==> src/include/pmpu_pkg.sv <==
// package for the packed move and pack unit: opcodes, faults, structs
package pmpu_pkg;
  localparam logic [7:0]  PMPU_OP_CLEAR     = 8'h77;
  localparam logic [7:0]  PMPU_OP_MOVE_DWORD_IN   = 8'h6E;
  localparam logic [7:0]  PMPU_OP_MOVE_DWORD_OUT  = 8'h7E;
  localparam logic [7:0]  PMPU_OP_MOVE_QWORD_LD   = 8'h6F;
  localparam logic [7:0]  PMPU_OP_MOVE_QWORD_ST   = 8'h7F;
  localparam logic [7:0]  PMPU_OP_PACK_WB   = 8'h63;
  localparam logic [7:0]  PMPU_OP_PACK_DW   = 8'h6B;
  localparam logic [15:0] PMPU_TAG_EMPTY    = 16'hFFFF;
  localparam logic [15:0] PMPU_TAG_VALID    = 16'h0000;
  localparam logic [15:0] PMPU_TAG_RESET    = 16'hFFFF;
  localparam logic [1:0]  PMPU_TAG_CODE_EMP = 2'h3;
  localparam logic [7:0]  PMPU_SAT_B_MAX    = 8'h7F;
  localparam logic [7:0]  PMPU_SAT_B_MIN    = 8'h80;
  localparam logic [15:0] PMPU_SAT_W_MAX    = 16'h7FFF;
  localparam logic [15:0] PMPU_SAT_W_MIN    = 16'h8000;
  localparam logic [31:0] PMPU_REAL_LIM_MOV = 32'h000FFFFF;
  localparam logic [31:0] PMPU_REAL_LIM_PK  = 32'h0000FFFF;
  localparam logic [1:0]  PMPU_CPL_USER     = 2'h3;
  localparam logic [7:0]  PMPU_REAL_VECTOR  = 8'h0D;
  localparam logic [15:0] PMPU_ERR_ZERO     = 16'h0000;

  typedef enum logic [1:0] {
    PMPU_MODE_REAL = 2'b00,
    PMPU_MODE_PROT = 2'b01,
    PMPU_MODE_V86  = 2'b10
  } pmpu_mode_e;

  typedef enum logic [1:0] {
    PMPU_LOC_PACKED = 2'b00,
    PMPU_LOC_INT    = 2'b01,
    PMPU_LOC_MEM    = 2'b10
  } pmpu_loc_e;

  typedef enum logic [3:0] {
    PMPU_F_NONE  = 4'h0,
    PMPU_F_UD    = 4'h1,
    PMPU_F_NM    = 4'h2,
    PMPU_F_MF    = 4'h3,
    PMPU_F_GP    = 4'h4,
    PMPU_F_SS    = 4'h5,
    PMPU_F_PF    = 4'h6,
    PMPU_F_AC    = 4'h7,
    PMPU_F_INT13 = 4'h8
  } pmpu_fault_e;

  // one request from decode and the memory pipeline
  typedef struct packed {
    logic       valid;
    logic [7:0] opcode;
    pmpu_loc_e  dst_loc;
    pmpu_loc_e  src_loc;
    logic [2:0] dst_idx;
    logic [2:0] src_idx;
    logic [63:0] src_data;
    logic [31:0] mem_addr;
    logic [3:0] mem_size;
    logic       mem_seg_stack;
    logic       mem_seg_nowrite;
    logic       mem_addr_bad;
    logic       mem_page_fail;
    logic       mem_unaligned;
  } pmpu_req_s;

  // processor state that steers fault checks
  typedef struct packed {
    pmpu_mode_e mode;
    logic [1:0] cpl;
    logic       emulation_bit;
    logic       task_switched_bit;
    logic       fp_pending;
  } pmpu_ctx_s;

  typedef struct packed {
    logic        valid;
    logic        fault;
    pmpu_fault_e fault_kind;
    logic [15:0] err_code;
    logic [7:0]  vector;
    logic        wr_packed;
    logic [2:0]  wr_packed_idx;
    logic        wr_out;
    pmpu_loc_e   wr_out_loc;
    logic [63:0] data;
    logic        flags_we;
  } pmpu_res_s;
endpackage

==> src/core/pmpu_core.sv <==
// packed move, pack and state-clear execution unit with fault checks
// Functional notes
// RULE1: state clear writes tag word all ones
// RULE2: other operations write tag word zeros
// RULE3: tag word: eight 2-bit fields, 11 empty
// RULE4: software clears state after packed routines
// RULE5: dword move in zero-extends into register
// RULE6: dword move out writes low 32 bits
// RULE7: dword move only packed with int/memory
// RULE8: qword load copies all 64 bits
// RULE9: qword store copies all 64 bits
// RULE10: qword move never memory to memory
// RULE11: word pack: dest bytes 0-3, source 4-7
// RULE12: word to byte clamps 7F/80
// RULE13: dword pack: dest words 0-1, source 2-3
// RULE14: dword to word clamps 7FFF/8000
// RULE15: packs write packed register; source reg/mem
// RULE16: emulation, task-switched, pending faults everywhere
// RULE17: protected move to unwritable segment faults
// RULE18: protected bad address GP/SS, page fault
// RULE19: protected alignment fault only at level 3
// RULE20: real mode limit check raises interrupt 13
// RULE21: v86 adds page and alignment faults
// RULE22: condition flags never modified
module pmpu_core (
  input  wire logic                i_ref_clk,
  input  wire logic                i_sys_rst,
  input  wire pmpu_pkg::pmpu_req_s i_req,
  input  wire pmpu_pkg::pmpu_ctx_s i_ctx,
  input  wire logic                i_tag_we,
  input  wire logic [15:0]         i_tag_wdata,
  input  wire logic [2:0]          i_reg_rd_idx,
  output logic [15:0]              o_fp_tag_word,
  output pmpu_pkg::pmpu_res_s      o_res,
  output logic [63:0]              o_reg_rd_data,
  output logic [7:0]               o_empty_mask
);
  import pmpu_pkg::*;

  localparam int NREG = 8;

  typedef struct packed {
    logic [15:0]           fp_tag_word;
    logic [NREG-1:0][63:0] packed_reg;
    pmpu_res_s             res;
    logic [63:0]           rd_data;
    logic [7:0]            empty_mask;
  } pmpu_state_s;

  pmpu_state_s state_reg;
  pmpu_state_s state_next;

  function automatic logic [7:0] sat_w2b(input logic [15:0] w);
    logic signed [15:0] s;
    s = $signed(w);
    if (s > 16'sh007F)
      sat_w2b = PMPU_SAT_B_MAX;
    else if (s < -16'sh0080)
      sat_w2b = PMPU_SAT_B_MIN;
    else
      sat_w2b = w[7:0];
  endfunction

  function automatic logic [15:0] sat_d2w(input logic [31:0] d);
    logic signed [31:0] s;
    s = $signed(d);
    if (s > 32'sh00007FFF)
      sat_d2w = PMPU_SAT_W_MAX;
    else if (s < -32'sh00008000)
      sat_d2w = PMPU_SAT_W_MIN;
    else
      sat_d2w = d[15:0];
  endfunction

  logic        is_clear;
  logic        is_move_dword_in;
  logic        is_move_dword_out;
  logic        is_move_qword_ld;
  logic        is_move_qword_st;
  logic        is_pack_wb;
  logic        is_pack_dw;
  logic        known;
  logic        form_ok;
  logic        uses_mem;
  logic        mem_write;
  logic        is_move;
  logic [31:0] mem_end;
  logic [63:0] dst_val;
  logic [63:0] src_val;
  logic [63:0] result;
  pmpu_fault_e fault_kind;

  always_comb
  begin
    is_clear    = i_req.opcode == PMPU_OP_CLEAR;
    is_move_dword_in  = i_req.opcode == PMPU_OP_MOVE_DWORD_IN;
    is_move_dword_out = i_req.opcode == PMPU_OP_MOVE_DWORD_OUT;
    is_move_qword_ld  = i_req.opcode == PMPU_OP_MOVE_QWORD_LD;
    is_move_qword_st  = i_req.opcode == PMPU_OP_MOVE_QWORD_ST;
    is_pack_wb  = i_req.opcode == PMPU_OP_PACK_WB;
    is_pack_dw  = i_req.opcode == PMPU_OP_PACK_DW;
    is_move     = is_move_dword_in | is_move_dword_out | is_move_qword_ld | is_move_qword_st;
    known       = is_clear | is_move | is_pack_wb | is_pack_dw;
    // illegal operand forms are refused as undefined opcodes
    form_ok = 1'b1;
    if (is_move_dword_in)
      form_ok = (i_req.dst_loc == PMPU_LOC_PACKED) && (i_req.src_loc != PMPU_LOC_PACKED); // RULE7
    else if (is_move_dword_out)
      form_ok = (i_req.src_loc == PMPU_LOC_PACKED) && (i_req.dst_loc != PMPU_LOC_PACKED); // RULE7
    else if (is_move_qword_ld)
      form_ok = (i_req.dst_loc == PMPU_LOC_PACKED) && (i_req.src_loc != PMPU_LOC_INT); // RULE10
    else if (is_move_qword_st)
      form_ok = (i_req.src_loc == PMPU_LOC_PACKED) && (i_req.dst_loc != PMPU_LOC_INT); // RULE10
    else if (is_pack_wb | is_pack_dw)
      form_ok = (i_req.dst_loc == PMPU_LOC_PACKED) && (i_req.src_loc != PMPU_LOC_INT); // RULE15
    uses_mem  = !is_clear && ((i_req.src_loc == PMPU_LOC_MEM) || (i_req.dst_loc == PMPU_LOC_MEM));
    mem_write = i_req.dst_loc == PMPU_LOC_MEM;
    mem_end   = i_req.mem_addr + 32'(i_req.mem_size) - 32'h1;

    fault_kind = PMPU_F_NONE;
    if (!known || !form_ok || i_ctx.emulation_bit)
      fault_kind = PMPU_F_UD; // RULE16
    else if (i_ctx.task_switched_bit)
      fault_kind = PMPU_F_NM; // RULE16
    else if (i_ctx.fp_pending)
      fault_kind = PMPU_F_MF; // RULE16
    else if (uses_mem)
    begin
      case (i_ctx.mode)
        PMPU_MODE_PROT:
        begin
          if (is_move && mem_write && i_req.mem_seg_nowrite)
            fault_kind = PMPU_F_GP; // RULE17
          else if (i_req.mem_addr_bad)
            fault_kind = i_req.mem_seg_stack ? PMPU_F_SS : PMPU_F_GP; // RULE18
          else if (i_req.mem_page_fail)
            fault_kind = PMPU_F_PF; // RULE18
          else if (i_req.mem_unaligned && (i_ctx.cpl == PMPU_CPL_USER))
            fault_kind = PMPU_F_AC; // RULE19
        end
        PMPU_MODE_REAL, PMPU_MODE_V86:
        begin
          if ((mem_end < i_req.mem_addr) ||
              (mem_end > (is_move ? PMPU_REAL_LIM_MOV : PMPU_REAL_LIM_PK)))
            fault_kind = PMPU_F_INT13; // RULE20
          else if ((i_ctx.mode == PMPU_MODE_V86) && i_req.mem_page_fail)
            fault_kind = PMPU_F_PF; // RULE21
          else if ((i_ctx.mode == PMPU_MODE_V86) && i_req.mem_unaligned)
            fault_kind = PMPU_F_AC; // RULE21
        end
        default:
          fault_kind = PMPU_F_UD;
      endcase
    end

    dst_val = state_reg.packed_reg[i_req.dst_idx];
    src_val = (i_req.src_loc == PMPU_LOC_PACKED) ? state_reg.packed_reg[i_req.src_idx]
                                                 : i_req.src_data;
    result = 64'h0;
    if (is_move_dword_in)
      result = {32'h0, src_val[31:0]}; // RULE5
    else if (is_move_dword_out)
      result = {32'h0, state_reg.packed_reg[i_req.src_idx][31:0]}; // RULE6
    else if (is_move_qword_ld | is_move_qword_st)
      result = src_val; // RULE8 RULE9
    else if (is_pack_wb)
    begin
      for (int i = 0; i < 4; i++)
      begin
        result[8*i +: 8]      = sat_w2b(dst_val[16*i +: 16]); // RULE11 RULE12
        result[32 + 8*i +: 8] = sat_w2b(src_val[16*i +: 16]); // RULE11 RULE12
      end
    end
    else if (is_pack_dw)
    begin
      for (int i = 0; i < 2; i++)
      begin
        result[16*i +: 16]      = sat_d2w(dst_val[32*i +: 32]); // RULE13 RULE14
        result[32 + 16*i +: 16] = sat_d2w(src_val[32*i +: 32]); // RULE13 RULE14
      end
    end

    state_next = state_reg;
    state_next.res = '0;
    state_next.res.flags_we = 1'b0; // RULE22
    state_next.rd_data = state_reg.packed_reg[i_reg_rd_idx];
    if (i_tag_we)
      state_next.fp_tag_word = i_tag_wdata;
    if (i_req.valid)
    begin
      state_next.res.valid      = 1'b1;
      state_next.res.fault      = fault_kind != PMPU_F_NONE;
      state_next.res.fault_kind = fault_kind;
      state_next.res.err_code   = PMPU_ERR_ZERO;
      state_next.res.vector     = (fault_kind == PMPU_F_INT13) ? PMPU_REAL_VECTOR : 8'h00;
      if (fault_kind == PMPU_F_NONE)
      begin
        // the instruction beats a same-cycle software tag write
        state_next.fp_tag_word = is_clear ? PMPU_TAG_EMPTY : PMPU_TAG_VALID; // RULE1 RULE2
        state_next.res.data = result;
        if (!is_clear && (i_req.dst_loc == PMPU_LOC_PACKED))
        begin
          state_next.res.wr_packed     = 1'b1; // RULE15
          state_next.res.wr_packed_idx = i_req.dst_idx;
          state_next.packed_reg[i_req.dst_idx] = result;
        end
        if (!is_clear && (i_req.dst_loc != PMPU_LOC_PACKED))
        begin
          state_next.res.wr_out     = 1'b1;
          state_next.res.wr_out_loc = i_req.dst_loc;
        end
      end
    end
    for (int r = 0; r < NREG; r++)
      state_next.empty_mask[r] = state_next.fp_tag_word[2*r +: 2] == PMPU_TAG_CODE_EMP; // RULE3
  end

  always_ff @(posedge i_ref_clk or posedge i_sys_rst)
  begin
    if (i_sys_rst)
    begin
      state_reg             <= '0;
      state_reg.fp_tag_word <= PMPU_TAG_RESET;
      state_reg.empty_mask  <= 8'hFF;
    end
    else
      state_reg <= state_next;
  end

  assign o_fp_tag_word = state_reg.fp_tag_word;
  assign o_res         = state_reg.res;
  assign o_reg_rd_data = state_reg.rd_data;
  assign o_empty_mask  = state_reg.empty_mask;

  a_clear_tag_empty: assert property (@(posedge i_ref_clk) disable iff (i_sys_rst)
    (i_req.valid && is_clear && fault_kind == PMPU_F_NONE) |=> o_fp_tag_word == PMPU_TAG_EMPTY) // RULE1
    else $error("tag word not empty after state clear");

  a_other_tag_valid: assert property (@(posedge i_ref_clk) disable iff (i_sys_rst)
    (i_req.valid && known && !is_clear && fault_kind == PMPU_F_NONE)
    |=> (o_fp_tag_word == PMPU_TAG_VALID && o_empty_mask == 8'h00)) // RULE2
    else $error("tag word not valid after packed operation");

  a_move_dword_zero_ext: assert property (@(posedge i_ref_clk) disable iff (i_sys_rst)
    (i_req.valid && is_move_dword_in && fault_kind == PMPU_F_NONE)
    |=> (o_res.wr_packed && o_res.data[63:32] == 32'h0 && o_res.data[31:0] == $past(src_val[31:0]))) // RULE5
    else $error("dword move in not zero extended");

  a_move_dword_bad_form: assert property (@(posedge i_ref_clk) disable iff (i_sys_rst)
    (i_req.valid && (is_move_dword_in || is_move_dword_out) && i_req.dst_loc == i_req.src_loc)
    |=> (o_res.fault && o_res.fault_kind == PMPU_F_UD && !o_res.wr_packed && !o_res.wr_out)) // RULE7
    else $error("illegal dword move form accepted");

  a_move_qword_no_m2m: assert property (@(posedge i_ref_clk) disable iff (i_sys_rst)
    (i_req.valid && (is_move_qword_ld || is_move_qword_st) && i_req.src_loc == PMPU_LOC_MEM
     && i_req.dst_loc == PMPU_LOC_MEM) |=> o_res.fault) // RULE10
    else $error("memory to memory qword move accepted");

  a_pack_wb_sat: assert property (@(posedge i_ref_clk) disable iff (i_sys_rst)
    (i_req.valid && is_pack_wb && fault_kind == PMPU_F_NONE && $signed(dst_val[15:0]) > 16'sd127)
    |=> o_res.data[7:0] == PMPU_SAT_B_MAX) // RULE12
    else $error("word to byte overflow not clamped");

  a_pack_dw_sat: assert property (@(posedge i_ref_clk) disable iff (i_sys_rst)
    (i_req.valid && is_pack_dw && fault_kind == PMPU_F_NONE && $signed(src_val[63:32]) < -32'sd32768)
    |=> o_res.data[63:48] == PMPU_SAT_W_MIN) // RULE14
    else $error("dword to word underflow not clamped");

  a_emu_ud: assert property (@(posedge i_ref_clk) disable iff (i_sys_rst)
    (i_req.valid && i_ctx.emulation_bit)
    |=> (o_res.fault_kind == PMPU_F_UD && !o_res.wr_packed && !o_res.wr_out)) // RULE16
    else $error("emulation bit did not raise undefined opcode fault");

  a_ac_cpl: assert property (@(posedge i_ref_clk) disable iff (i_sys_rst)
    (o_res.fault_kind == PMPU_F_AC) |-> $past(i_ctx.mode) != PMPU_MODE_PROT
      || $past(i_ctx.cpl) == PMPU_CPL_USER) // RULE19
    else $error("alignment fault below privilege level 3");

  a_real_int13: assert property (@(posedge i_ref_clk) disable iff (i_sys_rst)
    (o_res.fault_kind == PMPU_F_INT13)
    |-> (o_res.vector == PMPU_REAL_VECTOR && $past(i_ctx.mode) != PMPU_MODE_PROT)) // RULE20
    else $error("interrupt 13 raised wrongly");

  a_flags_kept: assert property (@(posedge i_ref_clk) disable iff (i_sys_rst)
    o_res.valid |-> !o_res.flags_we) // RULE22
    else $error("condition flags touched");
endmodule

==> config.mk <==
export PLATFORM = sky130hd
export DESIGN_NAME = pmpu_core
export DESIGN_NICKNAME = d
export VERILOG_FILES = /design/src/include/pmpu_pkg.sv /design/src/core/pmpu_core.sv
export SDC_FILE = /design/constraint.sdc
export NUM_CORES = 2
export LEC_CHECK = 0
export BUFFER_PORTS_ARGS = -buffer_cell sky130_fd_sc_hd__buf_2
export CAP_MARGIN = 20
export CORE_AREA = 4 4 354 321
export DETAILED_ROUTE_END_ITERATION = 16
export DIE_AREA = 0 0 358 325
export GPL_ROUTABILITY_DRIVEN = 1
export PLACE_DENSITY = 0.58
export RECOVER_POWER = 50
export SLEW_MARGIN = 10
export SYNTH_ARGS = -nofsm -noshare
export SYNTH_HDL_FRONTEND = slang
export SYNTH_SLANG_ARGS = --single-unit
export TNS_END_PERCENT = 100
==> constraint.sdc <==
create_clock -name i_ref_clk -period 54.6 [get_ports i_ref_clk]
set_input_delay 8.19 -clock i_ref_clk [delete_from_list [all_inputs] [get_ports i_ref_clk]]
set_output_delay 8.19 -clock i_ref_clk [all_outputs]
set_load 0.01 [all_outputs]
Word level (Yosys, flattened, before mapping)
Index checks and enable logic that the tools add are counted.
- flip-flop bits (word level): 701
- bits in latches: 0
- RAM bits: 0
- bits in read-only memories: 0
- input bits: 153
- output and inout port bits: 190
- logic and storage cells: 180
- memories: 0
- add/subtract/negate cells: 2
- multiply operators: 0
- div/mod/pow operators: 0
- order comparisons: 30
- eq/ne operators: 23
- shifts and indexed selects: 0
- multiplexer cells: 67
- bitwise logic cells: 8
- reduce and logical (&&, ||, !) cells: 29
- operators by type and width (kind ; count):
    2-to-1 mux 64 bit ; 10
    2-to-1 mux 629 bit ; 1
    binary-select mux 64 bit (select 3 bit) ; 3
    2-to-1 mux 528 bit ; 1
    bitwise mux 512 bit ; 1
    2-to-1 mux 512 bit ; 1
    demux 64 bit (select 3 bit) ; 1
    2-to-1 mux 16 bit ; 10
    > comparator 16 x 8 -> 1 bit (second input constant) ; 8
    > comparator 32 x 16 -> 1 bit (second input constant) ; 4
    less-than comparator 16 x 8 -> 1 bit (second input constant) ; 8
    less-than comparator 32 x 16 -> 1 bit (second input constant) ; 4
    2-to-1 mux 8 bit ; 16
    2-to-1 mux 71 bit ; 1
    equality test 8 x 7 -> 1 bit (second input constant) ; 7
    adder 32 x 4 -> 32 bit ; 1
    > comparator 32 x 20 -> 1 bit ; 1
    less-than comparator 32 bit ; 1
    subtractor 32 x 1 -> 32 bit (second input constant) ; 1
    2-to-1 mux 4 bit ; 7
    equality test 2 bit (second input constant) ; 12
    2-to-1 mux 3 bit ; 7
    2-to-1 mux 20 bit ; 1
    logical AND 1 bit ; 13
    16 further kinds ; 39

Depth between registers and ports, before layout
- word-level depth: 17
- mapped depth: 28

Least setup slack after synthesis
Ideal clock, no wire load.
- path type: input-to-reg
- start: in i_req[6] in the netlist's numbering
- end: reg (tool-made name)
- library setup time: 0.128 ns
- arrival time: 13.403 ns
- slack: 41.070 ns
- cell stages on the path: 27
- path buffers: 3
- cells stage by stage: inv_1 -> ha_1 -> inv_1 -> ha_1 -> inv_1 -> fa_1 -> nor2b_1 -> o31ai_2 -> or4_1 -> a21o_1 -> a31oi_1 -> xnor2_1 -> inv_1 -> ha_1 -> nand4_1 -> nor4_1 -> a221oi_1 -> o211ai_1 -> a31oi_1 -> a211oi_1 -> nand4bb_1 -> or4_1 -> buf_6 -> a2111oi_2 -> buf_4 -> buf_6 -> mux2_1
- RTL lines (what ; line ; RTL):
    start: declaration ; pmpu_core.sv:28 ; input wire pmpu_pkg::pmpu_req_s i_req,

==> run summary <==
The flow ran to the end, but the final reports show violations. The checks that failed: max-capacitance violations, max-slew violations. For the effective utilization at floorplan, the log shows 0.3954. Startpoint-to-endpoint class of the critical path: input pin to async pin. The library cell used most frequently in the layout, excluding fill and tap cells, is sky130_fd_sc_hd__dfrtp_1.

The logs give 36.05 ns for the final worst slack and 898.7 uW for the internal power. By area the synthesized netlist is led by sky130_fd_sc_hd__dfrtp_1, sky130_fd_sc_hd__mux4_2, sky130_fd_sc_hd__mux2_1. Setup repair after global routing left no endpoint under its margin.

The switching power as a share of total power works out to 0.2722. After routing, the total negative slack on setup checks comes to 0 ns. Count of port buffers added during placement: 320.

After detailed routing, the average wire length per cell comes to 29.45 um. Post-CTS repair changed the size of 0 cells. The relative contribution of sequential cells to total power was 0.411; the largest buffer count on any clock path was 3. The final count of hold timing violations came out at 0. The insertion delay to the later sink of the worst-skew pair was 0.67 ns.

The worst setup path is captured at an async pin. In this run, distinct cell masters in the synthesized netlist total 83. Proportion of layout cells with a drive suffix above 1: 0.2169. The cell type with the largest total area after synthesis is sky130_fd_sc_hd__dfrtp_1. After floorplanning, the core was sized to cover 110300 sq um. The horizontal die dimension is 358 um. For the number of global-route vias before repair, the log shows 32090.

The share of flip-flops with an asynchronous set or reset was 1.000; the global placer's final weighted congestion was 0.9412. The max-cap check violation count was 9. Worst-margin pin slew: 8.630 ns. Counting cells, the worst reg-to-reg path comes to 10. OpenSTA, run right after detailed placement, puts the worst setup slack at 38.96 ns. In this run the register-to-register setup slack is 50.25 ns. In this run the vertical extent of the chip is 325 um. The setup-violating endpoint count in the final report was 0; the first-pass GRT wire length was 227100 um.

The logs give 0.03332 ns for the worst clock skew on the final layout and 116 for the site row count. The setup fix buffers added after clock tree synthesis was 0; the detailed-route vias per instance was 6.243. The clock tree synthesis step divided the H-tree into 3 levels. The clock-pin slew of the registers on the worst-case setup and hold paths came out at 0.06 ns. The number of instances in the synthesized netlist is 3655, and the maximum frequency from static timing analysis is 53.91 MHz.

The tools report the remaining max-slew budget at the tightest pin as -4.754. For this block, the via count after detailed routing is 32850. After legalization and detailed placement, the total HPWL measured 102800 um.

The library cells used most frequently in the layout, excluding fill and tap cells, are sky130_fd_sc_hd__dfrtp_1, sky130_fd_sc_hd__mux2_1, sky130_fd_sc_hd__mux4_2, sky130_fd_sc_hd__mux2i_1, sky130_fd_sc_hd__clkbuf_1. The count of state elements after synthesis is 678, and the portion of total power attributed to combinational logic is 0.123. The data required time at the worst endpoint was 53.19 ns; the share of the synthesized area in the top cell type was 0.3752. The run gives 678 as the sink count of the clock tree. Across the VDD grid, the largest voltage drop is 22.16 uV. The detailed router finished its first iteration with 3741 violations.

TritonCTS built the clock tree. After clock tree synthesis, the flow added hold-fix buffers numbering 0. The minimum period implied by the final worst setup slack is 18.55 ns. The pin count of the biggest net entering global routing was 159; the average size of a mapped cell was 11.93 sq um. For this run, the detailed router's first-pass iteration total came to 6.

Cell leakage power: 21.73 nW. The total power density per cell area is 25.90 nW/um^2. The largest fanout of any net on the critical path is 158, and the initial antenna violation count is 10. The switching power total is 336.2 uW, and the worst endpoint data arrival time is 17.14 ns. Worst hold path depth: 1.

For the clock group share of total power, the log shows 0.466. The cell area after synthesis came out at 43620 sq um. Clock root buffer: sky130_fd_sc_hd__clkbuf_16. The logs give 0.2614 for the global-route usage over all layers and 343 for the count of pins on the block boundary. Max-slew violation count: 657. The share of the clock period used by the worst path is 0.3397.

The worst min-delay path category is flop to flop. The post-layout net count came out at 3941. The area of the die is 116400 sq um. Yosys mapped a number of flops with a built-in enable equal to 0. Predominant post-synthesis flop cell: sky130_fd_sc_hd__dfrtp_1. Summed over all layers, the global routing overflow is 0. For this run, the number of Yosys warnings is 0.

The endpoint of the worst-slack reg-to-reg timing path is o_res[23]. For the remaining number of nets flagged by the antenna check after routing, the log shows 0. The logs give 81 for the clock buffer count from CTS and 0 for the post-detailed-route DRC marker count. Wires add up to 154900 um.

The area growth from synthesis to layout is 9.332%. The tools report the sequential-to-total area share from yosys stat as 0.3897. The startpoint class of the critical path was an input pin.
## worst max-delay path by stage
stage                      endpoint       from  cells after the start  slack (ns)
after global placement         flop  i_req[11]                     26       39.05
final                     async pin  i_sys_rst                      3       36.05
after detailed placement       flop  i_req[11]                     26       38.96
after CTS                      flop  i_req[11]                     26       39.61
after global routing      o_res[63]  i_sys_rst                      3       33.76
after floorplan           async pin  i_sys_rst                      1       27.44
## cells in the mapped netlist (8+ instances only)
master / count
sky130_fd_sc_hd__nor4_1: 24
sky130_fd_sc_hd__a21o_1: 21
sky130_fd_sc_hd__nand4_1: 34
sky130_fd_sc_hd__o22ai_1: 31
sky130_fd_sc_hd__a221oi_1: 43
sky130_fd_sc_hd__nand3_1: 32
sky130_fd_sc_hd__a31oi_1: 16
sky130_fd_sc_hd__nor2b_1: 34
sky130_fd_sc_hd__ha_1: 70
sky130_fd_sc_hd__inv_1: 119
sky130_fd_sc_hd__mux2_2: 142
sky130_fd_sc_hd__o21ai_1: 32
sky130_fd_sc_hd__buf_1: 40
sky130_fd_sc_hd__xor2_1: 8
sky130_fd_sc_hd__a22oi_1: 39
sky130_fd_sc_hd__o211ai_1: 9
sky130_fd_sc_hd__mux4_2: 260
sky130_fd_sc_hd__and2_1: 45
sky130_fd_sc_hd__mux2i_1: 235
sky130_fd_sc_hd__buf_4: 216
sky130_fd_sc_hd__mux2_1: 434
sky130_fd_sc_hd__o2bb2ai_1: 15
sky130_fd_sc_hd__buf_6: 34
sky130_fd_sc_hd__and3_1: 15
sky130_fd_sc_hd__xnor2_1: 15
sky130_fd_sc_hd__nor3_1: 29
sky130_fd_sc_hd__a21boi_0: 8
sky130_fd_sc_hd__clkbuf_1: 106
sky130_fd_sc_hd__o21ai_0: 91
sky130_fd_sc_hd__a211oi_1: 14
sky130_fd_sc_hd__buf_2: 57
sky130_fd_sc_hd__dfstp_2: 24
sky130_fd_sc_hd__dfrtp_1: 654
sky130_fd_sc_hd__nand2b_1: 18
sky130_fd_sc_hd__or3_1: 10
sky130_fd_sc_hd__nand2_1: 160
sky130_fd_sc_hd__nor2_1: 160
sky130_fd_sc_hd__a21oi_1: 157
sky130_fd_sc_hd__a221o_1: 25
sky130_fd_sc_hd__o22a_1: 12
sky130_fd_sc_hd__o21a_1: 9
sky130_fd_sc_hd__o221ai_1: 53
## stage by stage
step | hold slack (ns) | power, mW | util | cells | area, sq um
3_5_place_dp | 0.5181 | 0.6672 | 0.4088 | 5104 | 45100
3_3_place_gp | 0.5025 | 0.6672 | 0.4088 | 5104 | 45100
2_1_floorplan | 0.4866 | 0.6161 | - | 3676 | 43700
5_1_grt | 0.5461 | 1.278 | 0.4322 | 5257 | 47670
6_report | 0.5280 | 1.235 | 0.4323 | 5262 | 47690
4_1_cts | 0.5306 | 1.247 | 0.4342 | 5251 | 47890
## per-layer routing
layer	track usage	up-vias	wire length [um]
li1	-	13800	-
met1	0.3701	17100	65440
met2	0.3939	1628	68830
met3	0.05814	317	14380
met4	0.09482	2	6278
met5	0	-	12
## cell type report
cell class              instances  area (sq um)
fillers                     10400         62620
multi-input cells            2425         23490
flip-flops and latches        678         17000
clock buffers                 113          2310
repair buffers                411          2091
well taps                    1475          1846
clock inverters                34         485.5
inverters                     120         451.7
diodes                          6         15.01
## power groups by stage
stage               logic [mW]  registers [mW]  clock network [mW]
CTS                      0.152           0.507               0.589
floorplan               0.0997           0.516                   0
global placement         0.151           0.516                   0
finish                   0.152           0.507               0.575
global route             0.164           0.507               0.606
detailed placement       0.151           0.516                   0
## worst max-delay path: stages
cell and delay (ns):
sky130_fd_sc_hd__clkbuf_1 0.08, sky130_fd_sc_hd__clkinvlp_2 2.45, sky130_fd_sc_hd__clkbuf_1 6.06
## logic make-up (layout without fill, tap and decap cells)
group,count (synthesis),count (layout),share of synthesized area
flops,678,678,0.3897
fa+ha+maj,71,71,0.02054
simple gates,590,590,0.06586
buf+inv,573,678,0.07539
mux,1071,1071,0.3369
xor+xnor,23,23,0.004619
other cells,1,28,0.00008598
compound gates,648,648,0.1069
Note: power is estimated with default switching activity, not from simulation.
